--- src/dcd_pkg.sv ---
`default_nettype none
package dcd_pkg;
   // ****************************************
   // timing
   // ****************************************
   localparam int CLK_PERIOD_NS = 4;
   localparam int TICK_TIME_MS  = 10;
   localparam int TICK_CYCLES   = (TICK_TIME_MS * 1000000) / CLK_PERIOD_NS;
   localparam int HOUR_TIME_S   = 3600;
   localparam int HOUR_TICKS    = (HOUR_TIME_S * 1000) / TICK_TIME_MS;

   // ****************************************
   // register map (byte addresses)
   // ****************************************
   localparam int         AW             = 5;
   localparam logic [4:0] ADDR_CTRL      = 5'h00;
   localparam logic [4:0] ADDR_LIMITS    = 5'h04;
   localparam logic [4:0] ADDR_TIMES     = 5'h08;
   localparam logic [4:0] ADDR_DYN_LEVEL = 5'h0c;
   localparam logic [4:0] ADDR_DYN_TIME  = 5'h10;
   localparam logic [4:0] ADDR_CMD       = 5'h14;
   localparam logic [4:0] ADDR_STATUS    = 5'h18;

   // byte field positions
   localparam int LIM_MIN_LSB  = 0;
   localparam int LIM_MAX_LSB  = 8;
   localparam int LIM_ON_LSB   = 16;
   localparam int TIM_SW_LSB   = 0;
   localparam int TIM_SET_LSB  = 8;
   localparam int TIM_REL_LSB  = 16;
   localparam int TIM_BURN_LSB = 24;
   localparam int DYL_INIT_LSB = 0;
   localparam int DYL_HOLD_LSB = 8;
   localparam int DYL_OFF_LSB  = 16;
   localparam int DYT_RISE_LSB = 0;
   localparam int DYT_HOLD_LSB = 8;
   localparam int DYT_FALL_LSB = 16;

   // reset values
   localparam logic [31:0] CTRL_RST      = 32'h0000_0000;
   localparam logic [31:0] LIMITS_RST    = 32'h00ff_ff01;
   localparam logic [31:0] TIMES_RST     = 32'h0128_140a;
   localparam logic [31:0] DYN_LEVEL_RST = 32'h0000_ffff;
   localparam logic [31:0] DYN_TIME_RST  = 32'h0032_640a;

   localparam logic [7:0] LVL_OFF  = 8'h00;
   localparam logic [7:0] LVL_FULL = 8'hff;

   // ****************************************
   // types
   // ****************************************
   typedef struct packed {
      logic [23:0] rsvd;
      logic        burn_en;
      logic        const_sw;
      logic        set_on;
      logic        perm_off;
      logic        perm_on;
      logic        central;
      logic        slave;
      logic        dyn;
   } dcd_ctrl_t;

   typedef enum logic [2:0] {
      CMD_NONE = 3'h0,
      CMD_ON   = 3'h1,
      CMD_OFF  = 3'h2,
      CMD_SET  = 3'h3,
      CMD_UP   = 3'h4,
      CMD_DOWN = 3'h5,
      CMD_STOP = 3'h6
   } dcd_cmd_e;

   typedef struct packed {
      logic [14:0] rsvd_hi;
      logic        central;
      logic [7:0]  value;
      logic [4:0]  rsvd_lo;
      dcd_cmd_e    code;
   } dcd_cmd_t;

   typedef struct packed {
      logic       from_start;
      logic [7:0] start;
      logic [7:0] target;
      logic [7:0] den;
      logic       rate;
   } dcd_ramp_t;

   typedef enum logic [4:0] {
      DYN_IDLE = 5'h01,
      DYN_RISE = 5'h02,
      DYN_HOLD = 5'h04,
      DYN_FALL = 5'h08,
      DYN_OFF  = 5'h10
   } dcd_dyn_e;
endpackage : dcd_pkg
`default_nettype wire

--- src/dcd_channel.sv ---
// The register addresses and the Avalon-MM slave port were decided locally.
`timescale 1ns/100ps
`default_nettype none
module dcd_channel #(
   parameter int TICK_CYCLES = dcd_pkg::TICK_CYCLES,
   parameter int HOUR_TICKS  = dcd_pkg::HOUR_TICKS
) (
   input  wire logic                   clk_i,
   input  wire logic                   reset_n_i,
   input  wire logic [dcd_pkg::AW-1:0] avs_address_i,
   input  wire logic                   avs_read_i,
   input  wire logic                   avs_write_i,
   input  wire logic [31:0]            avs_writedata_i,
   input  wire logic [3:0]             avs_byteenable_i,
   output logic [31:0]                 avs_readdata_o,
   output logic                        avs_waitrequest_o,
   output logic [7:0]                  level_o
);
   import dcd_pkg::*;

   // ****************************************
   // declarations
   // ****************************************
   dcd_ctrl_t   ctrl_q;
   logic [31:0] limits_q;
   logic [31:0] times_q;
   logic [31:0] dlev_q;
   logic [31:0] dtim_q;
   logic [31:0] rdata_d;
   logic        wr_en;
   dcd_cmd_t    cmd;
   logic        cmd_hit;
   logic        tick;
   logic [7:0]  level;
   logic [7:0]  target;
   logic        busy;
   logic        load;
   dcd_ramp_t   req;
   logic [7:0]  eff_min;
   logic [7:0]  eff_max;
   logic        slave_act;
   logic        slave_act_q;
   logic        slave_evt;
   logic [7:0]  last_set_q;
   logic        down_q;
   logic        down_d;
   dcd_dyn_e    dyn_q;
   dcd_dyn_e    dyn_d;
   logic [7:0]  hold_q;
   logic        hold_ld;
   logic        norm_go;
   logic        dyn_go;
   logic        slave_set;
   logic        burn_q;
   logic        burn_prev_q;
   logic [31:0] burn_cnt_q;
   logic [7:0]  burn_hrs_q;

   // ****************************************
   // helper functions
   // ****************************************
   function automatic logic [31:0] merge(input logic [31:0] old, input logic [31:0] wd,
                                         input logic [3:0] be);
      merge = old;
      for (int i = 0; i < 4; i++) begin
         if (be[i]) begin
            merge[i*8 +: 8] = wd[i*8 +: 8];
         end
      end
   endfunction : merge

   function automatic logic [7:0] clamp(input logic [7:0] v, input logic [7:0] lo,
                                        input logic [7:0] hi);
      clamp = (v < lo) ? lo : ((v > hi) ? hi : v);
   endfunction : clamp

   // zero means off, any other value is held inside the limits
   function automatic logic [7:0] set_lvl(input logic [7:0] v, input logic [7:0] lo,
                                          input logic [7:0] hi);
      set_lvl = (v == LVL_OFF) ? LVL_OFF : clamp(v, lo, hi);
   endfunction : set_lvl

   // ****************************************
   // avalon slave
   // ****************************************
   assign wr_en   = avs_write_i & ~avs_waitrequest_o;
   assign cmd_hit = wr_en & (avs_address_i == ADDR_CMD);
   assign cmd     = dcd_cmd_t'(avs_writedata_i);

   // read mux
   always_comb begin
      rdata_d = 32'h0;
      if (avs_address_i == ADDR_CTRL) begin
         rdata_d = ctrl_q;
      end else if (avs_address_i == ADDR_LIMITS) begin
         rdata_d = limits_q;
      end else if (avs_address_i == ADDR_TIMES) begin
         rdata_d = times_q;
      end else if (avs_address_i == ADDR_DYN_LEVEL) begin
         rdata_d = dlev_q;
      end else if (avs_address_i == ADDR_DYN_TIME) begin
         rdata_d = dtim_q;
      end else if (avs_address_i == ADDR_STATUS) begin
         rdata_d = {9'h0, burn_q, busy, dyn_q, target, level};
      end
   end

   // one wait cycle, then answer for one cycle
   always_ff @(posedge clk_i) begin
      if (!reset_n_i) begin
         avs_waitrequest_o <= 1'b1;
         avs_readdata_o    <= 32'h0;
      end else if ((avs_read_i | avs_write_i) & avs_waitrequest_o) begin
         avs_waitrequest_o <= 1'b0;
         avs_readdata_o    <= avs_read_i ? rdata_d : 32'h0;
      end else begin
         avs_waitrequest_o <= 1'b1;
      end
   end

   // configuration registers
   always_ff @(posedge clk_i) begin
      if (!reset_n_i) begin
         ctrl_q   <= dcd_ctrl_t'(CTRL_RST);
         limits_q <= LIMITS_RST;
         times_q  <= TIMES_RST;
         dlev_q   <= DYN_LEVEL_RST;
         dtim_q   <= DYN_TIME_RST;
      end else if (wr_en) begin
         if (avs_address_i == ADDR_CTRL) begin
            ctrl_q <= dcd_ctrl_t'(merge(ctrl_q, avs_writedata_i, avs_byteenable_i) & 32'h0000_00ff);
         end else if (avs_address_i == ADDR_LIMITS) begin
            limits_q <= merge(limits_q, avs_writedata_i, avs_byteenable_i) & 32'h00ff_ffff;
         end else if (avs_address_i == ADDR_TIMES) begin
            times_q <= merge(times_q, avs_writedata_i, avs_byteenable_i);
         end else if (avs_address_i == ADDR_DYN_LEVEL) begin
            dlev_q <= merge(dlev_q, avs_writedata_i, avs_byteenable_i) & 32'h00ff_ffff;
         end else if (avs_address_i == ADDR_DYN_TIME) begin
            dtim_q <= merge(dtim_q, avs_writedata_i, avs_byteenable_i) & 32'h00ff_ffff;
         end
      end
   end

   // ****************************************
   // limits and command routing
   // ****************************************
   assign eff_max = limits_q[LIM_MAX_LSB +: 8];
   assign eff_min = (limits_q[LIM_MIN_LSB +: 8] > eff_max) ? eff_max
                                                           : limits_q[LIM_MIN_LSB +: 8];

   assign slave_act = ctrl_q.slave & ~ctrl_q.central;
   assign slave_evt = slave_act & ~slave_act_q;
   assign norm_go   = cmd_hit & (cmd.central | (~ctrl_q.dyn & ~slave_act));
   assign dyn_go    = cmd_hit & ~cmd.central & ctrl_q.dyn & ~slave_act
                      & ((cmd.code == CMD_ON) | (cmd.code == CMD_OFF));
   assign slave_set = cmd_hit & ~cmd.central & slave_act & (cmd.code == CMD_SET);

   // last received non-central set value, kept for slave enable
   always_ff @(posedge clk_i) begin
      if (!reset_n_i) begin
         last_set_q  <= LVL_OFF;
         slave_act_q <= 1'b0;
      end else begin
         slave_act_q <= slave_act;
         if (cmd_hit & ~cmd.central & (cmd.code == CMD_SET)) begin
            last_set_q <= cmd.value;
         end
      end
   end

   // ****************************************
   // ramp requests and dynamic sequence
   // ****************************************
   always_comb begin
      load    = 1'b0;
      req     = '{from_start: 1'b0, start: LVL_OFF, target: level, den: 8'h00, rate: 1'b0};
      down_d  = down_q;
      hold_ld = 1'b0;
      dyn_d   = ctrl_q.dyn ? dyn_q : DYN_IDLE;
      if (slave_evt) begin
         load       = 1'b1;
         down_d     = 1'b0;
         req.target = set_lvl(last_set_q, eff_min, eff_max);
      end else if (slave_set) begin
         load       = 1'b1;
         down_d     = 1'b0;
         req.target = set_lvl(cmd.value, eff_min, eff_max);
         req.den    = times_q[TIM_SET_LSB +: 8];
      end else if (norm_go) begin
         case (cmd.code)
            CMD_ON, CMD_OFF: begin
               load       = 1'b1;
               down_d     = 1'b0;
               req.target = (cmd.code == CMD_ON)
                            ? clamp(limits_q[LIM_ON_LSB +: 8], eff_min, eff_max)
                            : LVL_OFF;
               req.rate   = ctrl_q.const_sw;
               req.den    = ctrl_q.const_sw ? times_q[TIM_REL_LSB +: 8] : times_q[TIM_SW_LSB +: 8];
            end
            CMD_SET: begin
               if ((level != LVL_OFF) | ctrl_q.set_on | cmd.central) begin
                  load       = 1'b1;
                  down_d     = 1'b0;
                  req.target = set_lvl(cmd.value, eff_min, eff_max);
                  req.den    = times_q[TIM_SET_LSB +: 8];
               end
            end
            CMD_UP: begin
               if ((level != LVL_OFF) | ctrl_q.perm_on | cmd.central) begin
                  load           = 1'b1;
                  down_d         = 1'b0;
                  req.from_start = (level == LVL_OFF);
                  req.start      = eff_min;
                  req.target     = eff_max;
                  req.rate       = 1'b1;
                  req.den        = times_q[TIM_REL_LSB +: 8];
               end
            end
            CMD_DOWN: begin
               if (level != LVL_OFF) begin
                  load       = 1'b1;
                  down_d     = ctrl_q.perm_off | cmd.central;
                  req.target = (eff_min == LVL_OFF) ? 8'h01 : eff_min;
                  req.rate   = 1'b1;
                  req.den    = times_q[TIM_REL_LSB +: 8];
               end
            end
            CMD_STOP: begin
               load   = 1'b1;
               down_d = 1'b0;
            end
            default: begin
               load = 1'b0;
            end
         endcase
      end else if (down_q & ~busy & (level == target)) begin
         load       = 1'b1;
         down_d     = 1'b0;
         req.target = LVL_OFF;
      end else if (ctrl_q.dyn & ~slave_act) begin
         // levels below are used raw, without limits
         case (dyn_q)
            DYN_IDLE: begin
               if (dyn_go & (cmd.code == CMD_ON)) begin
                  load           = 1'b1;
                  req.from_start = 1'b1;
                  req.start      = dlev_q[DYL_INIT_LSB +: 8];
                  req.target     = dlev_q[DYL_HOLD_LSB +: 8];
                  req.den        = dtim_q[DYT_RISE_LSB +: 8];
                  dyn_d          = DYN_RISE;
               end
            end
            DYN_RISE, DYN_HOLD: begin
               if (dyn_go & (cmd.code == CMD_OFF)) begin
                  load       = 1'b1;
                  req.target = dlev_q[DYL_OFF_LSB +: 8];
                  req.den    = dtim_q[DYT_FALL_LSB +: 8];
                  dyn_d      = DYN_FALL;
               end else if (dyn_q == DYN_RISE) begin
                  if (~busy) begin
                     hold_ld = 1'b1;
                     dyn_d   = DYN_HOLD;
                  end
               end else if (dyn_go) begin
                  hold_ld = 1'b1;
               end else if (hold_q == 8'h00) begin
                  load       = 1'b1;
                  req.target = dlev_q[DYL_OFF_LSB +: 8];
                  req.den    = dtim_q[DYT_FALL_LSB +: 8];
                  dyn_d      = DYN_FALL;
               end
            end
            DYN_FALL, DYN_OFF: begin
               if (dyn_go & (cmd.code == CMD_ON)) begin
                  load       = 1'b1;
                  req.target = dlev_q[DYL_HOLD_LSB +: 8];
                  hold_ld    = 1'b1;
                  dyn_d      = DYN_HOLD;
               end else if ((dyn_q == DYN_FALL) & ~busy) begin
                  dyn_d = DYN_OFF;
               end
            end
            default: begin
               dyn_d = DYN_IDLE;
            end
         endcase
      end
   end

   // dynamic state, hold timer and dim-down flag
   always_ff @(posedge clk_i) begin
      if (!reset_n_i) begin
         dyn_q  <= DYN_IDLE;
         hold_q <= 8'h00;
         down_q <= 1'b0;
      end else begin
         dyn_q  <= dyn_d;
         down_q <= down_d;
         if (hold_ld) begin
            hold_q <= dtim_q[DYT_HOLD_LSB +: 8];
         end else if (tick & (dyn_q == DYN_HOLD) & (hold_q != 8'h00)) begin
            hold_q <= hold_q - 8'h01;
         end
      end
   end

   // ****************************************
   // burn-in
   // ****************************************
   always_ff @(posedge clk_i) begin
      if (!reset_n_i) begin
         burn_q      <= 1'b0;
         burn_prev_q <= 1'b0;
         burn_cnt_q  <= 32'h0;
         burn_hrs_q  <= 8'h00;
      end else begin
         burn_prev_q <= ctrl_q.burn_en;
         if (ctrl_q.burn_en & ~burn_prev_q) begin
            burn_q     <= 1'b1;
            burn_cnt_q <= 32'h0;
            burn_hrs_q <= times_q[TIM_BURN_LSB +: 8];
         end else if (~ctrl_q.burn_en | (burn_hrs_q == 8'h00)) begin
            burn_q <= 1'b0;
         end else if (burn_q & tick) begin
            if (burn_cnt_q == 32'(HOUR_TICKS - 1)) begin
               burn_cnt_q <= 32'h0;
               burn_hrs_q <= burn_hrs_q - 8'h01;
            end else begin
               burn_cnt_q <= burn_cnt_q + 32'h1;
            end
         end
      end
   end

   // ****************************************
   // ramp engine and output
   // ****************************************
   dcd_tick #(
      .TICK_CYCLES (TICK_CYCLES)
   ) u_tick (
      .clk_i     (clk_i),
      .reset_n_i (reset_n_i),
      .tick_o    (tick)
   );

   dcd_ramp u_ramp (
      .clk_i     (clk_i),
      .reset_n_i (reset_n_i),
      .tick_i    (tick),
      .load_i    (load),
      .req_i     (req),
      .level_o   (level),
      .target_o  (target),
      .busy_o    (busy)
   );

   // burn-in forces lit channels to full
   always_ff @(posedge clk_i) begin
      if (!reset_n_i) begin
         level_o <= LVL_OFF;
      end else if (burn_q) begin
         level_o <= (level != LVL_OFF) ? LVL_FULL : LVL_OFF;
      end else begin
         level_o <= level;
      end
   end
endmodule : dcd_channel
`default_nettype wire

--- src/dcd_ramp.sv ---
`timescale 1ns/100ps
`default_nettype none
module dcd_ramp (
   input  wire logic              clk_i,
   input  wire logic              reset_n_i,
   input  wire logic              tick_i,
   input  wire logic              load_i,
   input  wire dcd_pkg::dcd_ramp_t req_i,
   output logic [7:0]             level_o,
   output logic [7:0]             target_o,
   output logic                   busy_o
);
   import dcd_pkg::*;

   logic [7:0] num_q;
   logic [7:0] den_q;
   logic [9:0] acc_q;
   logic [7:0] base;

   function automatic logic [7:0] abs_diff(input logic [7:0] a, input logic [7:0] b);
      abs_diff = (a > b) ? a - b : b - a;
   endfunction : abs_diff

   assign base = req_i.from_start ? req_i.start : level_o;

   // accumulator stepping: per tick add num, one level step per den
   always_ff @(posedge clk_i) begin
      if (!reset_n_i) begin
         level_o  <= LVL_OFF;
         target_o <= LVL_OFF;
         num_q    <= 8'h00;
         den_q    <= 8'h00;
         acc_q    <= 10'h000;
         busy_o   <= 1'b0;
      end else if (load_i) begin
         level_o  <= (req_i.den == 8'h00) ? req_i.target : base;
         target_o <= req_i.target;
         den_q    <= req_i.den;
         num_q    <= req_i.rate ? LVL_FULL : abs_diff(req_i.target, base);
         acc_q    <= 10'h000;
         busy_o   <= (req_i.den != 8'h00) && (req_i.target != base);
      end else if (busy_o) begin
         if (level_o == target_o) begin
            busy_o <= 1'b0;
         end else if (acc_q >= {2'b00, den_q}) begin
            acc_q   <= acc_q - {2'b00, den_q};
            level_o <= (target_o > level_o) ? level_o + 8'h01 : level_o - 8'h01;
         end else if (tick_i) begin
            acc_q <= acc_q + {2'b00, num_q};
         end
      end
   end
endmodule : dcd_ramp
`default_nettype wire

--- src/dcd_tick.sv ---
`timescale 1ns/100ps
`default_nettype none
module dcd_tick #(
   parameter int TICK_CYCLES = dcd_pkg::TICK_CYCLES
) (
   input  wire logic clk_i,
   input  wire logic reset_n_i,
   output logic      tick_o
);
   import dcd_pkg::*;

   logic [31:0] cnt_q;

   // free running prescaler, one pulse per time unit
   always_ff @(posedge clk_i) begin
      if (!reset_n_i) begin
         cnt_q  <= 32'h0;
         tick_o <= 1'b0;
      end else if (cnt_q == 32'(TICK_CYCLES - 1)) begin
         cnt_q  <= 32'h0;
         tick_o <= 1'b1;
      end else begin
         cnt_q  <= cnt_q + 32'h1;
         tick_o <= 1'b0;
      end
   end
endmodule : dcd_tick
`default_nettype wire

--- config.mk ---
export PLATFORM = sky130hd
export DESIGN_NAME = dcd_channel
export DESIGN_NICKNAME = d
export VERILOG_FILES = /design/src/dcd_pkg.sv /design/src/dcd_channel.sv /design/src/dcd_ramp.sv /design/src/dcd_tick.sv
export SDC_FILE = /design/constraint.sdc
export NUM_CORES = 1
export LEC_CHECK = 0
export BUFFER_PORTS_ARGS = -buffer_cell sky130_fd_sc_hd__buf_2
export CAP_MARGIN = 20
export CORE_ASPECT_RATIO = 0.6
export CORE_UTILIZATION = 35
export CTS_BUF_LIST = sky130_fd_sc_hd__clkbuf_8
export DETAILED_ROUTE_END_ITERATION = 10
export GPL_TIMING_DRIVEN = 1
export SLEW_MARGIN = 15
export SYNTH_ARGS = -nofsm -noshare
export SYNTH_HDL_FRONTEND = slang
export SYNTH_SLANG_ARGS = --single-unit
--- constraint.sdc ---
create_clock -name clk_i -period 7.8 [get_ports clk_i]
set_clock_uncertainty 0.05 [all_clocks]
set_input_delay 0 -clock clk_i [delete_from_list [all_inputs] [get_ports clk_i]]
set_output_delay 0 -clock clk_i [all_outputs]
set_load 0.005 [all_outputs]
# Yosys cells after proc, flatten, opt, wreduce, memory -nomap -nowiden
# Cells that the tools add are included.
[word_totals] wordCells=316 register_bits=294 output_inout_bits=41 in_bits=45
[op_classes] n_reduce_logical=48 eq_ne=27 n_mux=131 order_cmp=10 bitwise=49 add_sub_neg=10
[op_table] operator="$mux 8" count=33
[op_table] operator="$mux 25" count=9
[op_table] operator="$mux 16" count=12
[op_table] operator="$mux 32" count=5
[op_table] operator="$mux 5" count=14
[op_table] operator="$add 32x1->32 const B" count=2
[op_table] operator="$pmux 16 s4" count=1
[op_table] operator="$logic_not 8->1" count=7
[op_table] operator="$mux 9" count=6
[op_table] operator="$gt 8x8->1" count=6
[op_table] operator="$mux 24" count=2
[op_table] operator="$mux 1" count=36
[op_table] operator="$eq 32x19->1 const B" count=1
[op_table] operator="$eq 32x22->1 const B" count=1
[op_table] operator="$mux 26" count=1
[op_table] operator="$reduce_and 5->1" count=5
[op_table] operator="$and 1x1->1" count=24
[op_table] operator="$lt 8x8->1" count=3
[op_table] operator="$pmux 8 s3" count=1
[op_table] operator="$reduce_bool 8->1" count=3
[op_table] operator="$sub 8x1->8 const B" count=3
[op_table] operator="$mux 23" count=1
[op_table] operator="$reduce_and 7->1" count=3
[op_table] operator="$eq 5x5->1 const B" count=4
[op_table] operator="36 further kinds" count=92

# Logic depth before layout (Yosys ltp)
# Gate-level depths: netlist of the first run.
[logic_depth] word_depth=26 mapped_depth=33 ltp_nobuf=29

# By module
# A second synthesis of the first run with hierarchy kept.
[hier_totals] hier_cells=2310 area_unflattened_um2=18069.8
[modules_own_cells] mod="dcd_channel" seq_area_each_um2=4364.2 area_per_inst_um2=12713.4 cells_each=1653 n_inst=1
[modules_own_cells] mod="dcd_ramp" seq_area_each_um2=860.8 area_per_inst_um2=3684.8 cells_each=455 n_inst=1
[modules_own_cells] mod="dcd_tick" seq_area_each_um2=660.6 area_per_inst_um2=1671.6 cells_each=202 n_inst=1

# Worst setup path after synthesis of the first run
# OpenSTA, ideal clock, no wires.
[synth_path] kind="register to register" start="register limits_q[9]" end="register u_ramp.num_q[5]" period_less_slack_ns=7.503 path_stages_with_launch=33 required_time_ns=7.608 n_path_buf=5 arrival_time_ns=7.311 slack_ns=0.297 path_cell_list="dfxtp_1 > clkbuf_1 > inv_1 > ha_1 > nor2b_1 > o211ai_1 > a21oi_1 > o21ai_1 > clkbuf_1 > mux2i_1 > ha_1 > and4_1 > and2_1 > clkbuf_1 > a41o_1 > clkbuf_1 > a21o_1 > a2111oi_0 > o221ai_2 > and2_1 > ha_1 > fa_1 > nor2b_1 > o21ai_0 > a21o_1 > a31o_2 > clkbuf_1 > mux2i_1 > a211oi_1 > o21a_1 > or2_2 > xor2_1 > a21oi_1"
[synth_between] elab_chain_cells=13 elab_cells_between_ends=35 cone_classes="add/sub: 2; order compare: 8; mux: 24; reduce/logical: 1"
[synth_rtl] item="start, declared" line="dcd_channel.sv:25" text="logic [31:0] limits_q;"
[synth_rtl] item="start signal, assigned" line="dcd_channel.sv:133" text="limits_q <= merge(limits_q, avs_writedata_i, avs_byteenable_i) & 32'h00ff_ffff;"
[synth_rtl] item="$gt 8x8->1" line="dcd_channel.sv:148" text="assign eff_min = (limits_q[LIM_MIN_LSB +: 8] > eff_max) ? eff_max"
[synth_rtl] item="$mux 8" line="dcd_channel.sv:148"
[synth_rtl] item="$lt 8x8->1" line="dcd_channel.sv:74" text="clamp = (v < lo) ? lo : ((v > hi) ? hi : v);"
[synth_rtl] item="$mux 8" line="dcd_channel.sv:74"
[synth_rtl] item="$mux 8" line="dcd_channel.sv:80" text="set_lvl = (v == LVL_OFF) ? LVL_OFF : clamp(v, lo, hi);"
[synth_rtl] item="$mux 16" line="dcd_channel.sv:201" text="if ((level != LVL_OFF) | ctrl_q.set_on | cmd.central) begin"
[synth_rtl] item="$pmux 16 s4" line="dcd_channel.sv:190" text="case (cmd.code)"
[synth_rtl] item="$mux 25" line="dcd_channel.sv:189" text="end else if (norm_go) begin"
[synth_rtl] item="$mux 16" line="dcd_channel.sv:184" text="end else if (slave_set) begin"
[synth_rtl] item="$mux 8" line="dcd_channel.sv:180" text="if (slave_evt) begin"
[synth_rtl] item="$sub 8x8->8 or $gt 8x8->1 (tied branches)" line="dcd_ramp.sv:21" text="abs_diff = (a > b) ? a - b : b - a;"
[synth_rtl] item="$mux 8 *" line="dcd_ramp.sv:21"
[synth_rtl] item="$mux 8 *" line="dcd_ramp.sv:39" text="num_q <= req_i.rate ? LVL_FULL : abs_diff(req_i.target, base);"
[synth_rtl] item="end signal, assigned" line="dcd_ramp.sv:39"
[synth_rtl] item="end, declared" line="dcd_ramp.sv:15" text="logic [7:0] num_q;"
# Mark *: on every way between the ends. The rest lies on a longest branch, timed or not.
# A chain may end at the register's enable or synchronous reset.

# Final worst setup path of the first run
[layout_path] start="register limits_q[14]" end="register u_ramp.num_q[5]"
# The elaborated chain is that of the path after synthesis.

==> results of run 1 <==
## per-layer routing
metal  track usage (%)  vias up
li1                  -     8556
met1             41.28     8902
met2             34.72      978
met3             11.57      101
met4             5.009        0
met5                 0        -
## cells by family after synthesis
| group | after synthesis |
|---|---|
| buffers and inverters | 192 |
| adders and majority gates | 104 |
| and+or+nand+nor | 880 |
| muxes | 101 |
| AOI/OAI and AO/OA | 609 |
| DFF | 294 |
| xor gates and xnor gates | 94 |
## through the flow
stage / hold WS, ps / cells
floorplan: 73.97 / 2274
global placement: 172.8 / 2987
detailed placement: 181.9 / 2987
CTS: 31.49 / 3122
global route: 93.38 / 3122
finish: 58.46 / 3122
## sequential cells by signal, summed over array words and instances (netlist names), 5 cells and up
register	flops
limits_q	24
dyn_q	5
u_ramp.den_q	8
burn_cnt_q	32
u_ramp.target_o	8
u_tick.cnt_q	32
u_ramp.level_o	8
u_ramp.acc_q	10
dtim_q	24
avs_readdata_o	32
last_set_q	8
level_o	8
u_ramp.num_q	8
hold_q	8
burn_hrs_q	8
ctrl_q	8
times_q	32
dlev_q	24
## layout by cell type (no fill, tap or decap), drive strengths merged, types with 12 or more instances in the layout
cell type / n
nor2b: 28
nand2: 249
xor2: 58
nor2: 258
nor4: 29
nand4: 30
a211oi: 48
o21ai: 92
a22oi: 40
xnor2: 36
and3: 17
a222oi: 17
or3: 14
a31oi: 24
o221ai: 12
mux2i: 95
nor3: 46
ha: 97
clkbuf: 53
dfxtp: 294
dlygate4sd3: 57
and2: 27
buf: 144
a21o: 19
o211ai: 25
o31ai: 17
a21oi: 193
inv: 81
o22ai: 17
nand3: 119
nand2b: 16
## timing repair
item,4_1_cts,5_1_grt
endpoints found under the hold margin,144,0
gates resized for setup,0,5
setup endpoints to repair,0,4
hold buffers,57,0
## power by group through the flow
stage | Combinational, mW | Clock (mW) | Sequential, mW
after floorplan | 0.116 | 0 | 1.55
after global placement | 0.193 | 0 | 1.55
after detailed placement | 0.195 | 0 | 1.55
after CTS | 0.211 | 1.43 | 1.51
after global routing | 0.231 | 1.49 | 1.51
final | 0.218 | 1.41 | 1.51
## worst register-to-register path, stage by stage (launching register included)
cell and delay [ps]:
dfxtp_1 490, inv_1 220, ha_1 360, nand4_1 250
or2_1 390, o21ai_4 150, mux2i_2 490, ha_1 330
and4_1 210, and2_1 250, a41o_1 380, a21o_1 240
a2111oi_1 420, o221ai_2 230, and2_1 220, ha_1 220
fa_1 390, nor2b_1 130, o21ai_0 100, a21o_1 200
a31o_2 350, mux2i_1 260, a211oi_1 120, o21a_1 210
or2_2 280, xor2_1 150, a21oi_1 90
## final cells by class
| cell class | count | area [µm²] | area share (%) |
|---|---|---|---|
| multi-input combinational | 1788 | 11480 | 55.00 |
| sequential | 294 | 5886 | 28.19 |
| timing repair buffer | 201 | 1439 | 6.892 |
| tap | 693 | 867.1 | 4.153 |
| clock buffer | 53 | 729.5 | 3.494 |
| inverter | 68 | 257.7 | 1.235 |
| clock inverter | 25 | 215.2 | 1.031 |
## path summary, 6_finish.rpt
check	slack, ps	cells past startpoint	end	from
max	440	26	u_ramp.num_q[5]$_SDFFE_PN0N_	limits_q[14]$_SDFFE_PN1P_
min	60	5	times_q[4]$_SDFFE_PN0P_	avs_address_i[1]
max reg2reg	440	26	u_ramp.num_q[5]$_SDFFE_PN0N_	limits_q[14]$_SDFFE_PN1P_
min reg2reg	380	1	burn_q$_SDFFE_PN0P_	burn_prev_q$_SDFF_PN0_
==> key figures, run 1 <==
Floorplanning
  – Die height: 178 µm
  – I/O Pins: 86
  – Starting Density: 35.48%
  – Floorplan row count: 64
  – Core ar.: 50930 µm²
  – Die width: between 200 and 300 µm
  – Die area: about 53000 µm²

Final layout
  – Nets: between 2000 and 3000
  – Layout cells sized above 1: between 10% and 20%
  – Post-layout util: between 40% and 50%
  – Area growth from synthesis to final layout: 15.53%
  – Diodes inserted: 0
  – Design Area, Final: 20880 µm²
  – FILL cells: around 5200

Power
  – Comb power frac: 7.0%
  – Sw power: 833.2 µW
  – Max VDD drop: between 0.0001 and 0.00015 V
  – Sequential share of power: around half
  – Net Sw Frac: roughly a quarter
  – Tot Pwr: about 3.1 mW
  – Clock Power Share: ~45%
  – PwrDens: ~150 nW/µm²
  – Int Pwr: about 2.3 mW
  – P_leak: 8.710 nW

Yosys
  – Synth top area cells: dfxtp_1, ha_1, nor2_1, a21oi_1, mux2i_1
  – Mux contribution to synthesized area: 5.636%
  – Synth area leader: dfxtp_1
  – FFs w/ async S/R, synth: 0%
  – EDFF count, synth: 0
  – Largest family of logic cells by synthesized area: simple AND/OR/NAND/NOR gates
  – Yosys reg bits: a little under 300
  – Synthesized area: approximately 18000 µm²
  – Gate Count Post-Synth: around 2300
  – Most common cell in the netlist: dfxtp_1
  – Proportion of synthesized chip area in sequential cells: 32.57%
  – Synth Area in XOR/XNOR: roughly 4.6%
  – Primary FF master, synth: dfxtp_1
  – Yosys top cell area share: around a third
  – Yosys cell types: 90
  – Synth Area per Inst: around 8 µm²
  – Synth Area in Compound Gates: approximately 22%
  – Synth Area in Simple Gates: about a quarter
  – Commonest cells in the netlist: dfxtp_1, nor2_1, nand2_1
  – Ys Warns: 0
  – Syn Nets: about 2400
  – Adder-cell share of the synthesized area: around 7.4%

Min path
  – Worst Hold Class: input port to register

CTS
  – CTS Buf Count: between 40 and 50
  – Clock Latency Late Sink: ~640 ps
  – CTS H-Tree Depth: 2
  – Worst-path clk slew: roughly 70 ps
  – CTS tree: built
  – Root Driver: clkbuf_8
  – Clock buffer depth: 3
  – Setup bufs post-CTS: 0
  – Clock sink count: approximately 290

Timing
  – Setup WS post-layout: ~440 ps
  – Unrepaired setup endpoints after global routing: false
  – Crit share post-route: between 90% and 100%
  – Final Hold Fails: 0
  – Relative slew slack: between 20% and 30%
  – Setup TNS: 0 ps
  – Final min period: between 7000 and 8000 ps
  – Worst slew pin tran: approximately 1100 ps
  – Fmax: approximately 0.14 GHz
  – Setup violators final: 0
  – Final slew viol count: 0

GRT
  – All-Layer GR Usage: 27.28%
  – Vias in the first global route: ~17000
  – Total grt overflow: 0
  – First-pass GRT wire length: 107800 µm
  – Largest net degree at the start of global routing: between 70 and 80
  – Initial antenna violation count: 2

Setup path
  – Critical path endpoint category: register
  – Type of the worst setup path: register to register
  – Startpoint Class: register
  – Top cell family by delay on the critical path: compound AO/OA/AOI/OAI gates
  – Most used cell, CP: ha_1
  – Worst path slowest cell: dfxtp_1
  – Crit path buf inv count: 1
  – Data required time of the worst path: 8190 ps
  – Crit path DAT: roughly 7800 ps
  – Max incr delay on CP: 490 ps
  – Critical path peak fanout: 13

Route
  – Vias: 18540
  – Vias per inst: slightly below 6
  – Post-Route WL: between 70000 and 80000 µm
  – # DRC: 1
  – TritonRoute pass-1 iters: 11
  – Detail Route met2 WL: about 27000 µm
  – M1 WL: between 30000 and 40000 µm
  – Wire per inst: about 23 µm
  – DR iter-0 viols: 2286
  – Met3 WL: around 11000 µm
  – Routed Antenna Nets: 0
  – Uppermost layer routed: met4

Place
  – Post-DP HPWL: 55610 µm
  – Placed cell areas: 19330 µm²
  – PortBufs: 85
  – Worst slack, placed: roughly 190 ps
  – GP Congestion: between 1 and 1.5

Flow run
  – Max Cap Viol: 0

Outcome
  – Status: finished with violations
  – Failing checks: design-rule violations
Power figures use the tool's default switching activity.
==> run 2, diff against run 1 <==
- clock period: 7.8 -> 8.4 ns (I/O delays scaled with it)
==> run 2 against run 1 <==
Effect of this change: the flow now finishes without violations; global-route usage rose by 0.72 points; setup slack improved by 280 ps; sequential share of layout area barely moved; clock power barely moved; non-clock buffer count fell by 11; power fell by 3.4%; highest routed layer is now met5; combinational power fell by 5%; final cell count barely moved; largest cell class unchanged; maximum frequency fell by 4.1%; first-iteration DRC count rose by 3.3%.
==> key figures, run 2 (same netlist as run 1, synthesis figures left out) <==
Final layout
  – Most frequent cells in the layout: dfxtp_1, nor2_1, nand2_1, a21oi_1, nand3_1
  – Area growth from synthesis to final layout: 15.61%
  – Post-layout util: 41.02%
  – Nets: ~2500
  – Most common cell after layout, fill and taps aside: dfxtp_1
  – Layout cells sized above 1: 10.78%

GRT
  – First-pass GRT wire length: between 100000 and 150000 µm
  – Largest net degree at the start of global routing: 65
  – Total grt overflow: 0
  – All-Layer GR Usage: 28.00%
  – Vias in the first global route: approximately 17000
  – Initial antenna violation count: 1

CTS
  – Root Driver: clkbuf_8
  – Worst-path clk slew: roughly 60 ps
  – CTS H-Tree Depth: 2
  – Post_cts resized: 0
  – Clock sink count: 294
  – Post-CTS Hold Buffers: 50
  – Setup bufs post-CTS: 0
  – Clock Latency Late Sink: 630 ps
  – CTS tree: built
  – Clock buffer depth: 3
  – CTS Buf Count: 49

Timing
  – Relative slew slack: around a quarter
  – Setup violators final: 0
  – Unrepaired setup endpoints after global routing: false
  – Final slew viol count: 0
  – Worst slew pin tran: around 1100 ps
  – Final min period: 7676 ps
  – Setup TNS: 0 ps
  – Crit share post-route: around nine tenths
  – Final Hold Fails: 0
  – Fmax: between 0.1 and 0.15 GHz

Route
  – Wire per inst: roughly 24 µm
  – Routed Antenna Nets: 0
  – Post-Route WL: 75110 µm
  – DR iter-0 viols: around 2400
  – # DRC: 0
  – Vias: between 15000 and 20000
  – Vias per inst: just under 6
  – TritonRoute pass-1 iters: 8

Floorplanning
  – Die width: 295.3 µm
  – Starting Density: between 30% and 40%
  – I/O Pins: 86
  – Core ar.: 50930 µm²
  – Die area: approximately 53000 µm²
  – Die height: 178 µm
  – Floorplan row count: between 60 and 70

Setup path
  – Top cell family by delay on the critical path: compound AO/OA/AOI/OAI gates
  – Worst path slowest cell: or4_1
  – Startpoint Class: register
  – R2R Setup Slk: ~720 ps
  – Crit path buf inv count: 1
  – Most used cell, CP: a21oi_1
  – Critical path endpoint category: register
  – Crit path DAT: ~8100 ps
  – Type of the worst setup path: register to register
  – Max incr delay on CP: between 500 and 600 ps
  – Data required time of the worst path: 8810 ps
  – Critical path peak fanout: 13

Power
  – PwrDens: approximately 150 nW/µm²
  – Max VDD drop: ~0.0001 V
  – P_leak: approximately 9 nW

Place
  – PortBufs: 85
  – GP Congestion: 1.011
  – Post-DP HPWL: 57030 µm

Flow run
  – Max Cap Viol: 0

Min path
  – Worst Hold Class: input port to register

Outcome
  – Status: completed
run 2: tightest hold or removal path, cell delays in order:
cell	delay, ps
dlygate4sd3_1	520
buf_2	100
mux2i_1	60
nand2_1	60
run 2: path summary, 6_finish.rpt:
kind,start,end,cells past startpoint
min reg2reg,burn_prev_q$_SDFF_PN0_,burn_q$_SDFFE_PN0P_,1
max reg2reg,limits_q[11]$_SDFFE_PN1P_,u_ramp.num_q[5]$_SDFFE_PN0N_,28
max,limits_q[11]$_SDFFE_PN1P_,u_ramp.num_q[5]$_SDFFE_PN0N_,28
min,avs_writedata_i[24],times_q[24]$_SDFFE_PN1P_,4
run 2: layer usage:
| metal | global-route usage, % | wire (µm) | up-vias |
|---|---|---|---|
| met5 | 0 | 76 | - |
| met4 | 4.965 | 1174 | 2 |
| met3 | 11.95 | 10340 | 85 |
| met2 | 35.79 | 27600 | 964 |
| met1 | 42.27 | 35920 | 8954 |
| li1 | - | - | 8557 |
run 2: report_power, final:
part / leakage [nW] / internal, mW / total [mW] / switching, mW
registers: 2.37 / 1.40 / 1.41 / 0.00551
logic: 5.79 / 0.0654 / 0.207 / 0.142
clock network: 0.614 / 0.765 / 1.42 / 0.652
total: 8.78 / 2.23 / 3.03 / 0.799
run 2: cell type report:
type                       instances  area (µm²)
clock buffer                      62       853.3
fill                            5242       30040
tap                              693       867.1
inverter                          68       257.7
antenna                            2       5.005
sequential                       294        5886
multi-input combinational       1788       11460
clock inverter                    28       226.5
timing repair buffer             190        1336
run 2: stage by stage:
stage / hold WS, ps / total power [mW] / area, µm² / setup WS [ps] / instances
final: 82.57 / 3.030 / 20890 / 723.9 / 3125
after floorplan: 73.97 / 1.543 / 18070 / 896.6 / 2274
after global routing: 100.2 / 3.132 / 20890 / 322.3 / 3123
after detailed placement: 184.5 / 1.622 / 19280 / 967.3 / 2980
after CTS: 48.56 / 3.051 / 20860 / 934.8 / 3120
after global placement: 170.7 / 1.621 / 19280 / 1133 / 2980
